===== src/rtl/bsfx_consts.svh =====
`ifndef BSFX_CONSTS_SVH
`define BSFX_CONSTS_SVH
// Flag positions inside the status flag register.
`define BSFX_FLG_C 3'd0
`define BSFX_FLG_Z 3'd1
`define BSFX_FLG_N 3'd2
`define BSFX_FLG_V 3'd3
`define BSFX_FLG_S 3'd4
`define BSFX_FLG_H 3'd5
`define BSFX_FLG_T 3'd6
`define BSFX_FLG_I 3'd7
`define BSFX_FLAGS_RST 8'h00
`define BSFX_BYTE_ZERO 8'h00
`define BSFX_MSB 3'd7
`define BSFX_LSB 3'd0
`define BSFX_CYC_TWO 2'd2
`define BSFX_CYC_ONE 2'd1
`endif


===== src/rtl/bsfx_pkg.sv =====
package bsfx_pkg;
  typedef enum logic [4:0] {
    BSFX_OP_NONE        = 5'h00,
    BSFX_OP_PUSH        = 5'h01,
    BSFX_OP_POP         = 5'h02,
    BSFX_OP_IO_SET      = 5'h03,
    BSFX_OP_IO_CLR      = 5'h04,
    BSFX_OP_LOGIC_LEFT  = 5'h05,
    BSFX_OP_LOGIC_RIGHT = 5'h06,
    BSFX_OP_ROT_LEFT    = 5'h07,
    BSFX_OP_ROT_RIGHT   = 5'h08,
    BSFX_OP_SIGNED_RIGHT = 5'h09,
    BSFX_OP_SWAP        = 5'h0a,
    BSFX_OP_FLAG_SET    = 5'h0b,
    BSFX_OP_FLAG_CLR    = 5'h0c,
    BSFX_OP_BIT_TO_FLAG = 5'h0d,
    BSFX_OP_FLAG_TO_BIT = 5'h0e,
    BSFX_OP_SLEEP       = 5'h0f,
    BSFX_OP_WD_RESTART  = 5'h10,
    BSFX_OP_BREAK       = 5'h11
  } bsfx_op_t;
  typedef enum logic [1:0] {
    BSFX_ST_IDLE = 2'b00,
    BSFX_ST_SECOND = 2'b01
  } bsfx_state_t;
endpackage


===== src/rtl/bsfx_shift_alu.sv =====
`timescale 1ns/1ps
`default_nettype none
`include "bsfx_consts.svh"
module bsfx_shift_alu
  import bsfx_pkg::*;
(
  // Operation and operands.
  input  wire bsfx_op_t   op_in,
  input  wire logic [7:0] data_in,
  input  wire logic       carry_in,
  // Results.
  output logic [7:0]      result_out,
  output logic            carry_out,
  output logic            upd_out
);
  wire logic [7:0] ll_w = {data_in[6:0], 1'b0};
  wire logic [7:0] lr_w = {1'b0, data_in[7:1]};
  wire logic [7:0] rl_w = {data_in[6:0], carry_in};
  wire logic [7:0] rr_w = {carry_in, data_in[7:1]};
  wire logic [7:0] sr_w = {data_in[7], data_in[7:1]};
  wire logic [7:0] sw_w = {data_in[3:0], data_in[7:4]};
  wire logic       left_w = (op_in == BSFX_OP_LOGIC_LEFT) ||
                            (op_in == BSFX_OP_ROT_LEFT);
  assign upd_out = (op_in == BSFX_OP_LOGIC_LEFT) ||
                   (op_in == BSFX_OP_LOGIC_RIGHT) ||
                   (op_in == BSFX_OP_ROT_LEFT) ||
                   (op_in == BSFX_OP_ROT_RIGHT) ||
                   (op_in == BSFX_OP_SIGNED_RIGHT);
  assign carry_out = left_w ? data_in[`BSFX_MSB] : data_in[`BSFX_LSB];
  assign result_out =
    (op_in == BSFX_OP_LOGIC_LEFT)   ? ll_w :
    (op_in == BSFX_OP_LOGIC_RIGHT)  ? lr_w :
    (op_in == BSFX_OP_ROT_LEFT)     ? rl_w :
    (op_in == BSFX_OP_ROT_RIGHT)    ? rr_w :
    (op_in == BSFX_OP_SIGNED_RIGHT) ? sr_w :
    (op_in == BSFX_OP_SWAP)         ? sw_w : data_in;
endmodule
`default_nettype wire


===== src/rtl/bsfx_exec.sv =====
`timescale 1ns/1ps
`default_nettype none
`include "bsfx_consts.svh"
// Functional notes
// - Push writes the register to the stack in two cycles, flags kept.
// - Pop loads the register from the stack in two cycles, flags kept.
// - Set-I/O-bit sets the chosen I/O bit in two cycles, flags kept.
// - Clear-I/O-bit clears the chosen I/O bit in two cycles, flags kept.
// - Logical shifts fill with zero, one cycle, update Z, C, N, V.
// - Rotate left inserts old carry at bit 0, bit 7 to carry.
// - Rotate right inserts old carry at bit 7, bit 0 to carry.
// - Bit-store copies a register bit into T in one cycle.
// - Bit-load copies T into a register bit, no flag change.
// - Overflow flag set or clear alone in one cycle.
// - Signed-test flag set or clear alone in one cycle.
// - Half-carry flag set or clear alone in one cycle.
// - Sleep issues in one cycle, no flag change.
// - Watchdog restart issues in one cycle, no flag change.
// - Debug break goes to debug support only, no flag change.
module bsfx_exec
  import bsfx_pkg::*;
(
  // Clock and reset.
  input  wire logic       clk_in,
  input  wire logic       rst_n_in,
  // Decoded instruction from fetch.
  input  wire logic       issue_in,
  input  wire bsfx_op_t   op_in,
  input  wire logic [4:0] reg_sel_in,
  input  wire logic [2:0] bit_sel_in,
  input  wire logic [5:0] io_addr_in,
  // Register file, stack and I/O read data.
  input  wire logic [7:0] reg_rdata_in,
  input  wire logic [7:0] stack_rdata_in,
  input  wire logic [7:0] io_rdata_in,
  // Status and handshake.
  output logic            busy_out,
  output logic            done_out,
  output logic [7:0]      flag_register_out,
  // Register file write.
  output logic            reg_we_out,
  output logic [4:0]      reg_waddr_out,
  output logic [7:0]      reg_wdata_out,
  // Stack port.
  output logic            stack_push_out,
  output logic            stack_pop_out,
  output logic [7:0]      stack_wdata_out,
  // I/O write port.
  output logic            io_we_out,
  output logic [5:0]      io_addr_out,
  output logic [7:0]      io_wdata_out,
  // Core control pulses.
  output logic            sleep_out,
  output logic            watchdog_restart_out,
  output logic            break_out
);
  // Two-cycle operations latch their operands, so fetch may move on freely.
  bsfx_state_t state_r, state_nxt;
  bsfx_op_t    op_r;
  logic [4:0]  reg_r;
  logic [2:0]  bit_r;
  logic [5:0]  io_r;
  logic [7:0]  flags_r, flags_nxt;
  logic        reg_we_r, reg_we_nxt;
  logic [7:0]  reg_wd_r, reg_wd_nxt;
  logic        push_r, pop_r, io_we_r, done_r;
  logic        sleep_r, wdr_r, brk_r;
  logic [7:0]  io_wd_r;

  wire logic take_w = issue_in && (state_r == BSFX_ST_IDLE);
  wire logic two_w = (op_in == BSFX_OP_PUSH) || (op_in == BSFX_OP_POP) ||
                     (op_in == BSFX_OP_IO_SET) || (op_in == BSFX_OP_IO_CLR);

  function automatic logic [7:0] bsfx_bit_mask(input logic [2:0] b);
    bsfx_bit_mask = 8'h01 << b;
  endfunction

  wire logic [7:0] alu_res_w;
  wire logic       alu_c_w;
  wire logic       alu_upd_w;
  bsfx_shift_alu u_alu (
    .op_in      (op_in),
    .data_in    (reg_rdata_in),
    .carry_in   (flags_r[`BSFX_FLG_C]),
    .result_out (alu_res_w),
    .carry_out  (alu_c_w),
    .upd_out    (alu_upd_w)
  );
  wire logic res_n_w = alu_res_w[`BSFX_MSB];
  wire logic res_v_w = res_n_w ^ alu_c_w;
  wire logic [7:0] mask_w = bsfx_bit_mask(bit_sel_in);
  wire logic [7:0] io_mask_w = bsfx_bit_mask(bit_r);

  always_comb begin
    flags_nxt  = flags_r;
    reg_we_nxt = 1'b0;
    reg_wd_nxt = `BSFX_BYTE_ZERO;
    state_nxt  = state_r;
    case (state_r)
      BSFX_ST_IDLE: begin
        if (take_w) begin
          if (two_w) begin
            state_nxt = BSFX_ST_SECOND;
          end
          if (alu_upd_w) begin
            reg_we_nxt = 1'b1;
            reg_wd_nxt = alu_res_w;
            flags_nxt[`BSFX_FLG_C] = alu_c_w;
            flags_nxt[`BSFX_FLG_Z] = (alu_res_w == `BSFX_BYTE_ZERO);
            flags_nxt[`BSFX_FLG_N] = res_n_w;
            flags_nxt[`BSFX_FLG_V] = res_v_w;
          end else if (op_in == BSFX_OP_SWAP) begin
            reg_we_nxt = 1'b1;
            reg_wd_nxt = alu_res_w;
          end else if (op_in == BSFX_OP_FLAG_SET) begin
            flags_nxt = flags_r | mask_w;
          end else if (op_in == BSFX_OP_FLAG_CLR) begin
            flags_nxt = flags_r & ~mask_w;
          end else if (op_in == BSFX_OP_BIT_TO_FLAG) begin
            flags_nxt[`BSFX_FLG_T] = reg_rdata_in[bit_sel_in];
          end else if (op_in == BSFX_OP_FLAG_TO_BIT) begin
            reg_we_nxt = 1'b1;
            reg_wd_nxt = flags_r[`BSFX_FLG_T] ? (reg_rdata_in | mask_w)
                                              : (reg_rdata_in & ~mask_w);
          end
        end
      end
      BSFX_ST_SECOND: begin
        state_nxt = BSFX_ST_IDLE;
        if (op_r == BSFX_OP_POP) begin
          reg_we_nxt = 1'b1;
          reg_wd_nxt = stack_rdata_in;
        end
      end
      default: state_nxt = BSFX_ST_IDLE;
    endcase
  end

  always_ff @(posedge clk_in or negedge rst_n_in) begin
    if (!rst_n_in) begin
      state_r  <= BSFX_ST_IDLE;
      op_r     <= BSFX_OP_NONE;
      reg_r    <= 5'h00;
      bit_r    <= 3'h0;
      io_r     <= 6'h00;
      flags_r  <= `BSFX_FLAGS_RST;
      reg_we_r <= 1'b0;
      reg_wd_r <= `BSFX_BYTE_ZERO;
    end else begin
      state_r  <= state_nxt;
      flags_r  <= flags_nxt;
      reg_we_r <= reg_we_nxt;
      reg_wd_r <= reg_wd_nxt;
      if (take_w) begin
        op_r  <= op_in;
        reg_r <= reg_sel_in;
        bit_r <= bit_sel_in;
        io_r  <= io_addr_in;
      end
    end
  end

  // Side-effect strobes: single pulses plus the I/O write data io_wd_r, registered so outputs are clean.
  wire logic second_w = (state_r == BSFX_ST_SECOND);
  always_ff @(posedge clk_in or negedge rst_n_in) begin
    if (!rst_n_in) begin
      push_r  <= 1'b0;
      pop_r   <= 1'b0;
      io_we_r <= 1'b0;
      io_wd_r <= `BSFX_BYTE_ZERO;
      done_r  <= 1'b0;
      sleep_r <= 1'b0;
      wdr_r   <= 1'b0;
      brk_r   <= 1'b0;
    end else begin
      push_r  <= take_w && (op_in == BSFX_OP_PUSH);
      pop_r   <= take_w && (op_in == BSFX_OP_POP);
      io_we_r <= second_w && ((op_r == BSFX_OP_IO_SET) ||
                              (op_r == BSFX_OP_IO_CLR));
      io_wd_r <= (op_r == BSFX_OP_IO_SET) ? (io_rdata_in | io_mask_w)
                                          : (io_rdata_in & ~io_mask_w);
      done_r  <= (take_w && !two_w) || second_w;
      sleep_r <= take_w && (op_in == BSFX_OP_SLEEP);
      wdr_r   <= take_w && (op_in == BSFX_OP_WD_RESTART);
      brk_r   <= take_w && (op_in == BSFX_OP_BREAK);
    end
  end

  logic [7:0] push_d_r;
  always_ff @(posedge clk_in or negedge rst_n_in) begin
    if (!rst_n_in) begin
      push_d_r <= `BSFX_BYTE_ZERO;
    end else if (take_w) begin
      push_d_r <= reg_rdata_in;
    end
  end

  assign busy_out             = second_w;
  assign done_out             = done_r;
  assign flag_register_out    = flags_r;
  assign reg_we_out           = reg_we_r;
  assign reg_waddr_out        = reg_r;
  assign reg_wdata_out        = reg_wd_r;
  assign stack_push_out       = push_r;
  assign stack_pop_out        = pop_r;
  assign stack_wdata_out      = push_d_r;
  assign io_we_out            = io_we_r;
  assign io_addr_out          = io_r;
  assign io_wdata_out         = io_wd_r;
  assign sleep_out            = sleep_r;
  assign watchdog_restart_out = wdr_r;
  assign break_out            = brk_r;

  AST_PUSH_KEEPS_FLAGS: assert property (@(posedge clk_in) disable iff (!rst_n_in)
    take_w && op_in == BSFX_OP_PUSH |=> $stable(flags_r) ##1 $stable(flags_r))
    else $error("Push changed flags.");
  AST_POP_WRITES: assert property (@(posedge clk_in) disable iff (!rst_n_in)
    take_w && op_in == BSFX_OP_POP |=> ##1 reg_we_r)
    else $error("Pop did not write in two cycles.");
  AST_IO_SET: assert property (@(posedge clk_in) disable iff (!rst_n_in)
    take_w && op_in == BSFX_OP_IO_SET |=> ##1 io_we_r && (io_wd_r & io_mask_w) != 8'h00)
    else $error("I/O bit set failed.");
  AST_IO_CLR: assert property (@(posedge clk_in) disable iff (!rst_n_in)
    take_w && op_in == BSFX_OP_IO_CLR |=> ##1 io_we_r && (io_wd_r & io_mask_w) == 8'h00)
    else $error("I/O bit clear failed.");
  AST_LSL: assert property (@(posedge clk_in) disable iff (!rst_n_in)
    take_w && op_in == BSFX_OP_LOGIC_LEFT |=> reg_we_r &&
    reg_wd_r == {$past(reg_rdata_in[6:0]), 1'b0} &&
    flags_r[`BSFX_FLG_C] == $past(reg_rdata_in[7]))
    else $error("Logical left wrong.");
  AST_ROL: assert property (@(posedge clk_in) disable iff (!rst_n_in)
    take_w && op_in == BSFX_OP_ROT_LEFT |=>
    reg_wd_r[0] == $past(flags_r[`BSFX_FLG_C]))
    else $error("Rotate left lost carry.");
  AST_ROR: assert property (@(posedge clk_in) disable iff (!rst_n_in)
    take_w && op_in == BSFX_OP_ROT_RIGHT |=>
    reg_wd_r[7] == $past(flags_r[`BSFX_FLG_C]) &&
    flags_r[`BSFX_FLG_C] == $past(reg_rdata_in[0]))
    else $error("Rotate right wrong.");
  AST_BST: assert property (@(posedge clk_in) disable iff (!rst_n_in)
    take_w && op_in == BSFX_OP_BIT_TO_FLAG |=>
    flags_r[`BSFX_FLG_T] == $past(reg_rdata_in[bit_sel_in]) && !reg_we_r)
    else $error("Bit store wrong.");
  AST_SLEEP: assert property (@(posedge clk_in) disable iff (!rst_n_in)
    take_w && op_in == BSFX_OP_SLEEP |=> sleep_r && $stable(flags_r) ##1 !sleep_r)
    else $error("Sleep pulse wrong.");
endmodule
`default_nettype wire


===== config.mk =====
export PLATFORM = sky130hd
export DESIGN_NAME = bsfx_exec
export DESIGN_NICKNAME = d
export VERILOG_FILES = /design/src/rtl/bsfx_pkg.sv /design/src/rtl/bsfx_shift_alu.sv /design/src/rtl/bsfx_exec.sv
export VERILOG_INCLUDE_DIRS = /design/src /design/src/rtl
export SDC_FILE = /design/constraint.sdc
export NUM_CORES = 1
export LEC_CHECK = 0
export ABC_AREA = 0
export BUFFER_PORTS_ARGS = -buffer_cell sky130_fd_sc_hd__buf_2
export CORE_MARGIN = 10
export CORE_UTILIZATION = 35
export CTS_BUF_LIST = sky130_fd_sc_hd__clkbuf_8 sky130_fd_sc_hd__clkbuf_16
export CTS_CLUSTER_DIAMETER = 60
export DETAILED_ROUTE_END_ITERATION = 10
export PLACE_DENSITY = 0.62
export SYNTH_ARGS = -nofsm -noshare
export SYNTH_HDL_FRONTEND = slang
export SYNTH_HIERARCHICAL = 1
export SYNTH_SLANG_ARGS = --single-unit

===== constraint.sdc =====
create_clock -name clk_in -period 1.9 [get_ports clk_in]
set_clock_uncertainty 0.15 [all_clocks]
set_input_delay 0.285 -clock clk_in [delete_from_list [all_inputs] [get_ports clk_in]]
set_output_delay 0.285 -clock clk_in [all_outputs]
set_load 0.01 [all_outputs]

==> PnR_summary.wiki <==
{| class="wikitable"
! Metric !! Value
|-
| Routed wirelength normalized by instance count || 16.1 um
|-
| Worst setup path class || in -> reg
|-
| Worst skew pair latency || 0.34 ns
|-
| Vias/cell || 5.06
|-
| Critical-path maximum fanout || 7
|-
| Sequential standard cell area || 1500 sq um
|-
| Syn Nets || 419
|-
| Fmax || 534 MHz
|-
| Filler cell count || 897
|-
| Number of clock sinks || 60
|-
| Leakage power total || 2.35 nW
|-
| Number of rows in the core area || 35
|-
| PwrDens || 734 nW/um^2
|-
| Asr flop ratio synth || 100%
|-
| Maximum number of pins on one net before global-route repair || 61
|-
| Fraction of the cycle the final worst path needs || 98.5%
|-
| Max-cap violations || 0
|-
| Finished Cell Area || 4620 sq um
|-
| Sum of internal, switching and leakage power || 0.00339 W
|-
| Number of antenna violations at the first check in global routing || 0
|-
| CTS tree || yes
|-
| Root Driver || sky130_fd_sc_hd__clkbuf_8
|-
| Number of placed I/O pins || 98
|-
| Final antenna-violating net count || 0
|-
| Netlist Area Pre-Place || 3300 sq um
|-
| Standard cell area after detailed placement || 4210 sq um
|-
| Average instance area after synthesis || 8.86 sq um
|-
| Cell accounting for the most synthesized area || sky130_fd_sc_hd__dfrtp_1
|-
| Num CTS Buffers || 9
|-
| GR Overflow Total || 0
|-
| Critical register-to-register path startpoint || state_r[0]
|-
| Final period demand of the worst path || 1.87 ns
|-
| Worst-case clock buffer depth || 2
|-
| Post-CTS Setup Inserts || 0
|-
| Critical path cell sequence || buf_2 > or3b_4 > a21o_1 > or3_4 > nor3_2 > mux2_1
|-
| DP Cell Count || 604
|-
| Initial cell density of the core || 35.9%
|-
| Post-route worst setup slack || 0.0285 ns
|-
| First-pass GRT wire length || 16,200 um
|-
| Buffering stage count on the worst path with inverters included || 1
|-
| Data arrival at the endpoint of the critical path || 1.94 ns
|-
| DPL Wire Length || 7810 um
|-
| Fin cells || 636
|-
| Worst relative slew slack || 57.2%
|-
| Number of flops mapped to enable cells by yosys || 0
|-
| Pre-CTS setup slack || -0.288 ns
|-
| Run status || finished clean
|-
| Final Max Tran Viols || 0
|-
| Gp weighted congestion || 0.945
|-
| Number of global-route vias before repair || 3,120
|-
| Area of the placeable core || 9200 sq um
|-
| Final Hold Fails || 0
|-
| Hold Crit Class || in -> reg
|-
| Register bit count reported by yosys || 60
|-
| Die outline width || 117 um
|-
| Area growth from synthesis to final layout || 39.7%
|-
| Post-synthesis cell type count || 57
|-
| Synth top area share || 45.4%
|-
| Yosys synthesis warning count || 6
|-
| Terminating pin of the worst hold path || reg_wdata_out[2]
|-
| Setup-violating endpoint count in the final report || 0
|-
| Crit path max-delay cell type || sky130_fd_sc_hd__or3b_4
|-
| Gate count of the mapped netlist || 373
|-
| Starting DRC count in detailed routing || 269
|-
| Largest incremental delay on the critical path || 0.40 ns
|-
| Kind of capture point of the worst setup path || flip-flop
|-
| Die outline area || 13,700 sq um
|-
| Origin of the worst min-delay path || stack_rdata_in[2]
|-
| DR pass1 iterations || 5
|-
| Peak ir drop on the vdd network || 0.000381 V
|-
| Sequential fraction of the synthesis area || 45.4%
|-
| Cells on Worst Hold Path || 3
|-
| Total via count in the routed design || 3,219
|-
| Top cells by area in the synthesized netlist || sky130_fd_sc_hd__dfrtp_1 45%, sky130_fd_sc_hd__nand2_1 12%, sky130_fd_sc_hd__mux2i_1 5.1%, sky130_fd_sc_hd__mux2_2 3.4%, sky130_fd_sc_hd__a21oi_1 2.3%
|-
| Combined area of the multi-input logic cells || 1710 sq um
|-
| Reg-to-reg slack, setup || 0.09 ns
|-
| I/O Buffers || 97
|-
| Final antenna diode count || 0
|-
| Number of DRC violations after detailed routing || 0
|-
| Vertical die dimension || 117 um
|-
| FF-to-FF path depth || 4
|-
| Startpoint class of the critical path || primary input
|-
| Crit path required time || 1.97 ns
|-
| Transition time at the pin with the least slew margin || 0.639 ns
|-
| Prevailing post-synth register cell || sky130_fd_sc_hd__dfrtp_1
|-
| Cell family with most CP delay || simple AND/OR/NAND/NOR gates
|-
| Summed negative setup slack over all endpoints || 0 ns
|-
| Overall global routing resource usage || 14.9%
|-
| Total length of routed wires || 10,200 um
|-
| Final-stage net count || 566
|-
| CTS H-tree lvls || 3
|-
| Share of final-layout standard cells stronger than drive strength 1 || 36.4%
|-
| Clock slew at reported path FFs || 0.07 ns
|}
-- where the power goes --
group          switching (W)  total, W  internal [W]
logic               0.000366  0.000678      0.000311
registers          0.0000635   0.00143       0.00137
clock network       0.000513   0.00128      0.000763
-- synthesized netlist by cell type, drive strengths merged, types with 6 or more instances --
| cell type | n |
|---|---|
| nand2 | 108 |
| o21ai | 17 |
| mux2 | 12 |
| dfrtp | 60 |
| nor2 | 20 |
| mux2i | 17 |
| a21oi | 15 |
| nand2b | 6 |
| nor3 | 12 |
| o22ai | 7 |
| nand3 | 6 |
| clkbuf | 16 |
| buf | 10 |
| nand3b | 7 |
-- cells in the final DEF, fill, tap and decap left out, types with 6 or more instances in the layout --
master / instances
sky130_fd_sc_hd__a21oi_1: 15
sky130_fd_sc_hd__buf_2: 97
sky130_fd_sc_hd__buf_4: 47
sky130_fd_sc_hd__clkbuf_8: 10
sky130_fd_sc_hd__dfrtp_1: 60
sky130_fd_sc_hd__dlygate4sd3_1: 16
sky130_fd_sc_hd__mux2_2: 10
sky130_fd_sc_hd__mux2i_1: 17
sky130_fd_sc_hd__nand2_1: 107
sky130_fd_sc_hd__nand3_1: 6
sky130_fd_sc_hd__nand3b_1: 7
sky130_fd_sc_hd__nor2_1: 19
sky130_fd_sc_hd__nor3_1: 10
sky130_fd_sc_hd__o21ai_0: 12
sky130_fd_sc_hd__o22ai_1: 6
-- layout make-up --
class | count | share of cell area [%]
multi-input combinational | 283 | 36.9
timing repair buffer | 162 | 22.5
clock buffer | 10 | 2.98
sequential | 60 | 32.5
clock inverter | 6 | 1.71
tap | 111 | 3.01
inverter | 4 | 0.325
-- metal layers --
layer / routed length, um / part of all wire (%) / up-vias / global-route usage, %
met5: 0 / 0 / - / 0
met4: 92 / 0.90 / 0 / 4.37
met3: 859 / 8.4 / 7 / 4.49
met2: 4770 / 47 / 117 / 22.7
met1: 4520 / 44 / 1502 / 19.9
li1: - / - / 1593 / -
-- kinds of logic after synthesis --
| logic type | Yosys count | synth area share (%) |
|---|---|---|
| muxes | 29 | 9.24 |
| and+or+nand+nor | 187 | 27.6 |
| buffers and inverters | 30 | 4.20 |
| DFF | 60 | 45.4 |
| AOI/OAI and AO/OA | 66 | 13.3 |
| xor gates and xnor gates | 1 | 0.265 |
-- how the worst max path moves through the flow --
stage                  start               end  slack, ns  cells past startpoint
floorplan           op_in[1]         flip-flop      -0.34                     10
global placement    op_in[0]         flip-flop      -0.26                      6
detailed placement  op_in[2]         flip-flop      -0.29                      6
CTS                 op_in[2]         flip-flop       0.07                      6
global route        op_in[2]  reg_wdata_out[0]      -0.01                     10
finish              op_in[2]         flip-flop       0.03                      6
-- worst reg2reg max path: cells and delay by family (launching register included) --
family	cells	cell delay, ns
flops	1	0.38
mux	1	0.34
simple gates	3	0.83
-- what timing repair did --
action / in CTS / in global routing
setup endpoints to repair: 0 / 2
endpoints found under the hold margin: 75 / 0
resized for setup: 0 / 6
hold buffers: 16 / 0
-- stage by stage --
stage	utilization, %	hold WS (ns)
2_1_floorplan	-	-0.161
3_3_place_gp	45.8	0.170
3_5_place_dp	45.8	0.172
4_1_cts	49.9	0.00295
5_1_grt	50.2	0.0161
6_report	50.2	0.0202
Power figures use the tool's default switching activity.
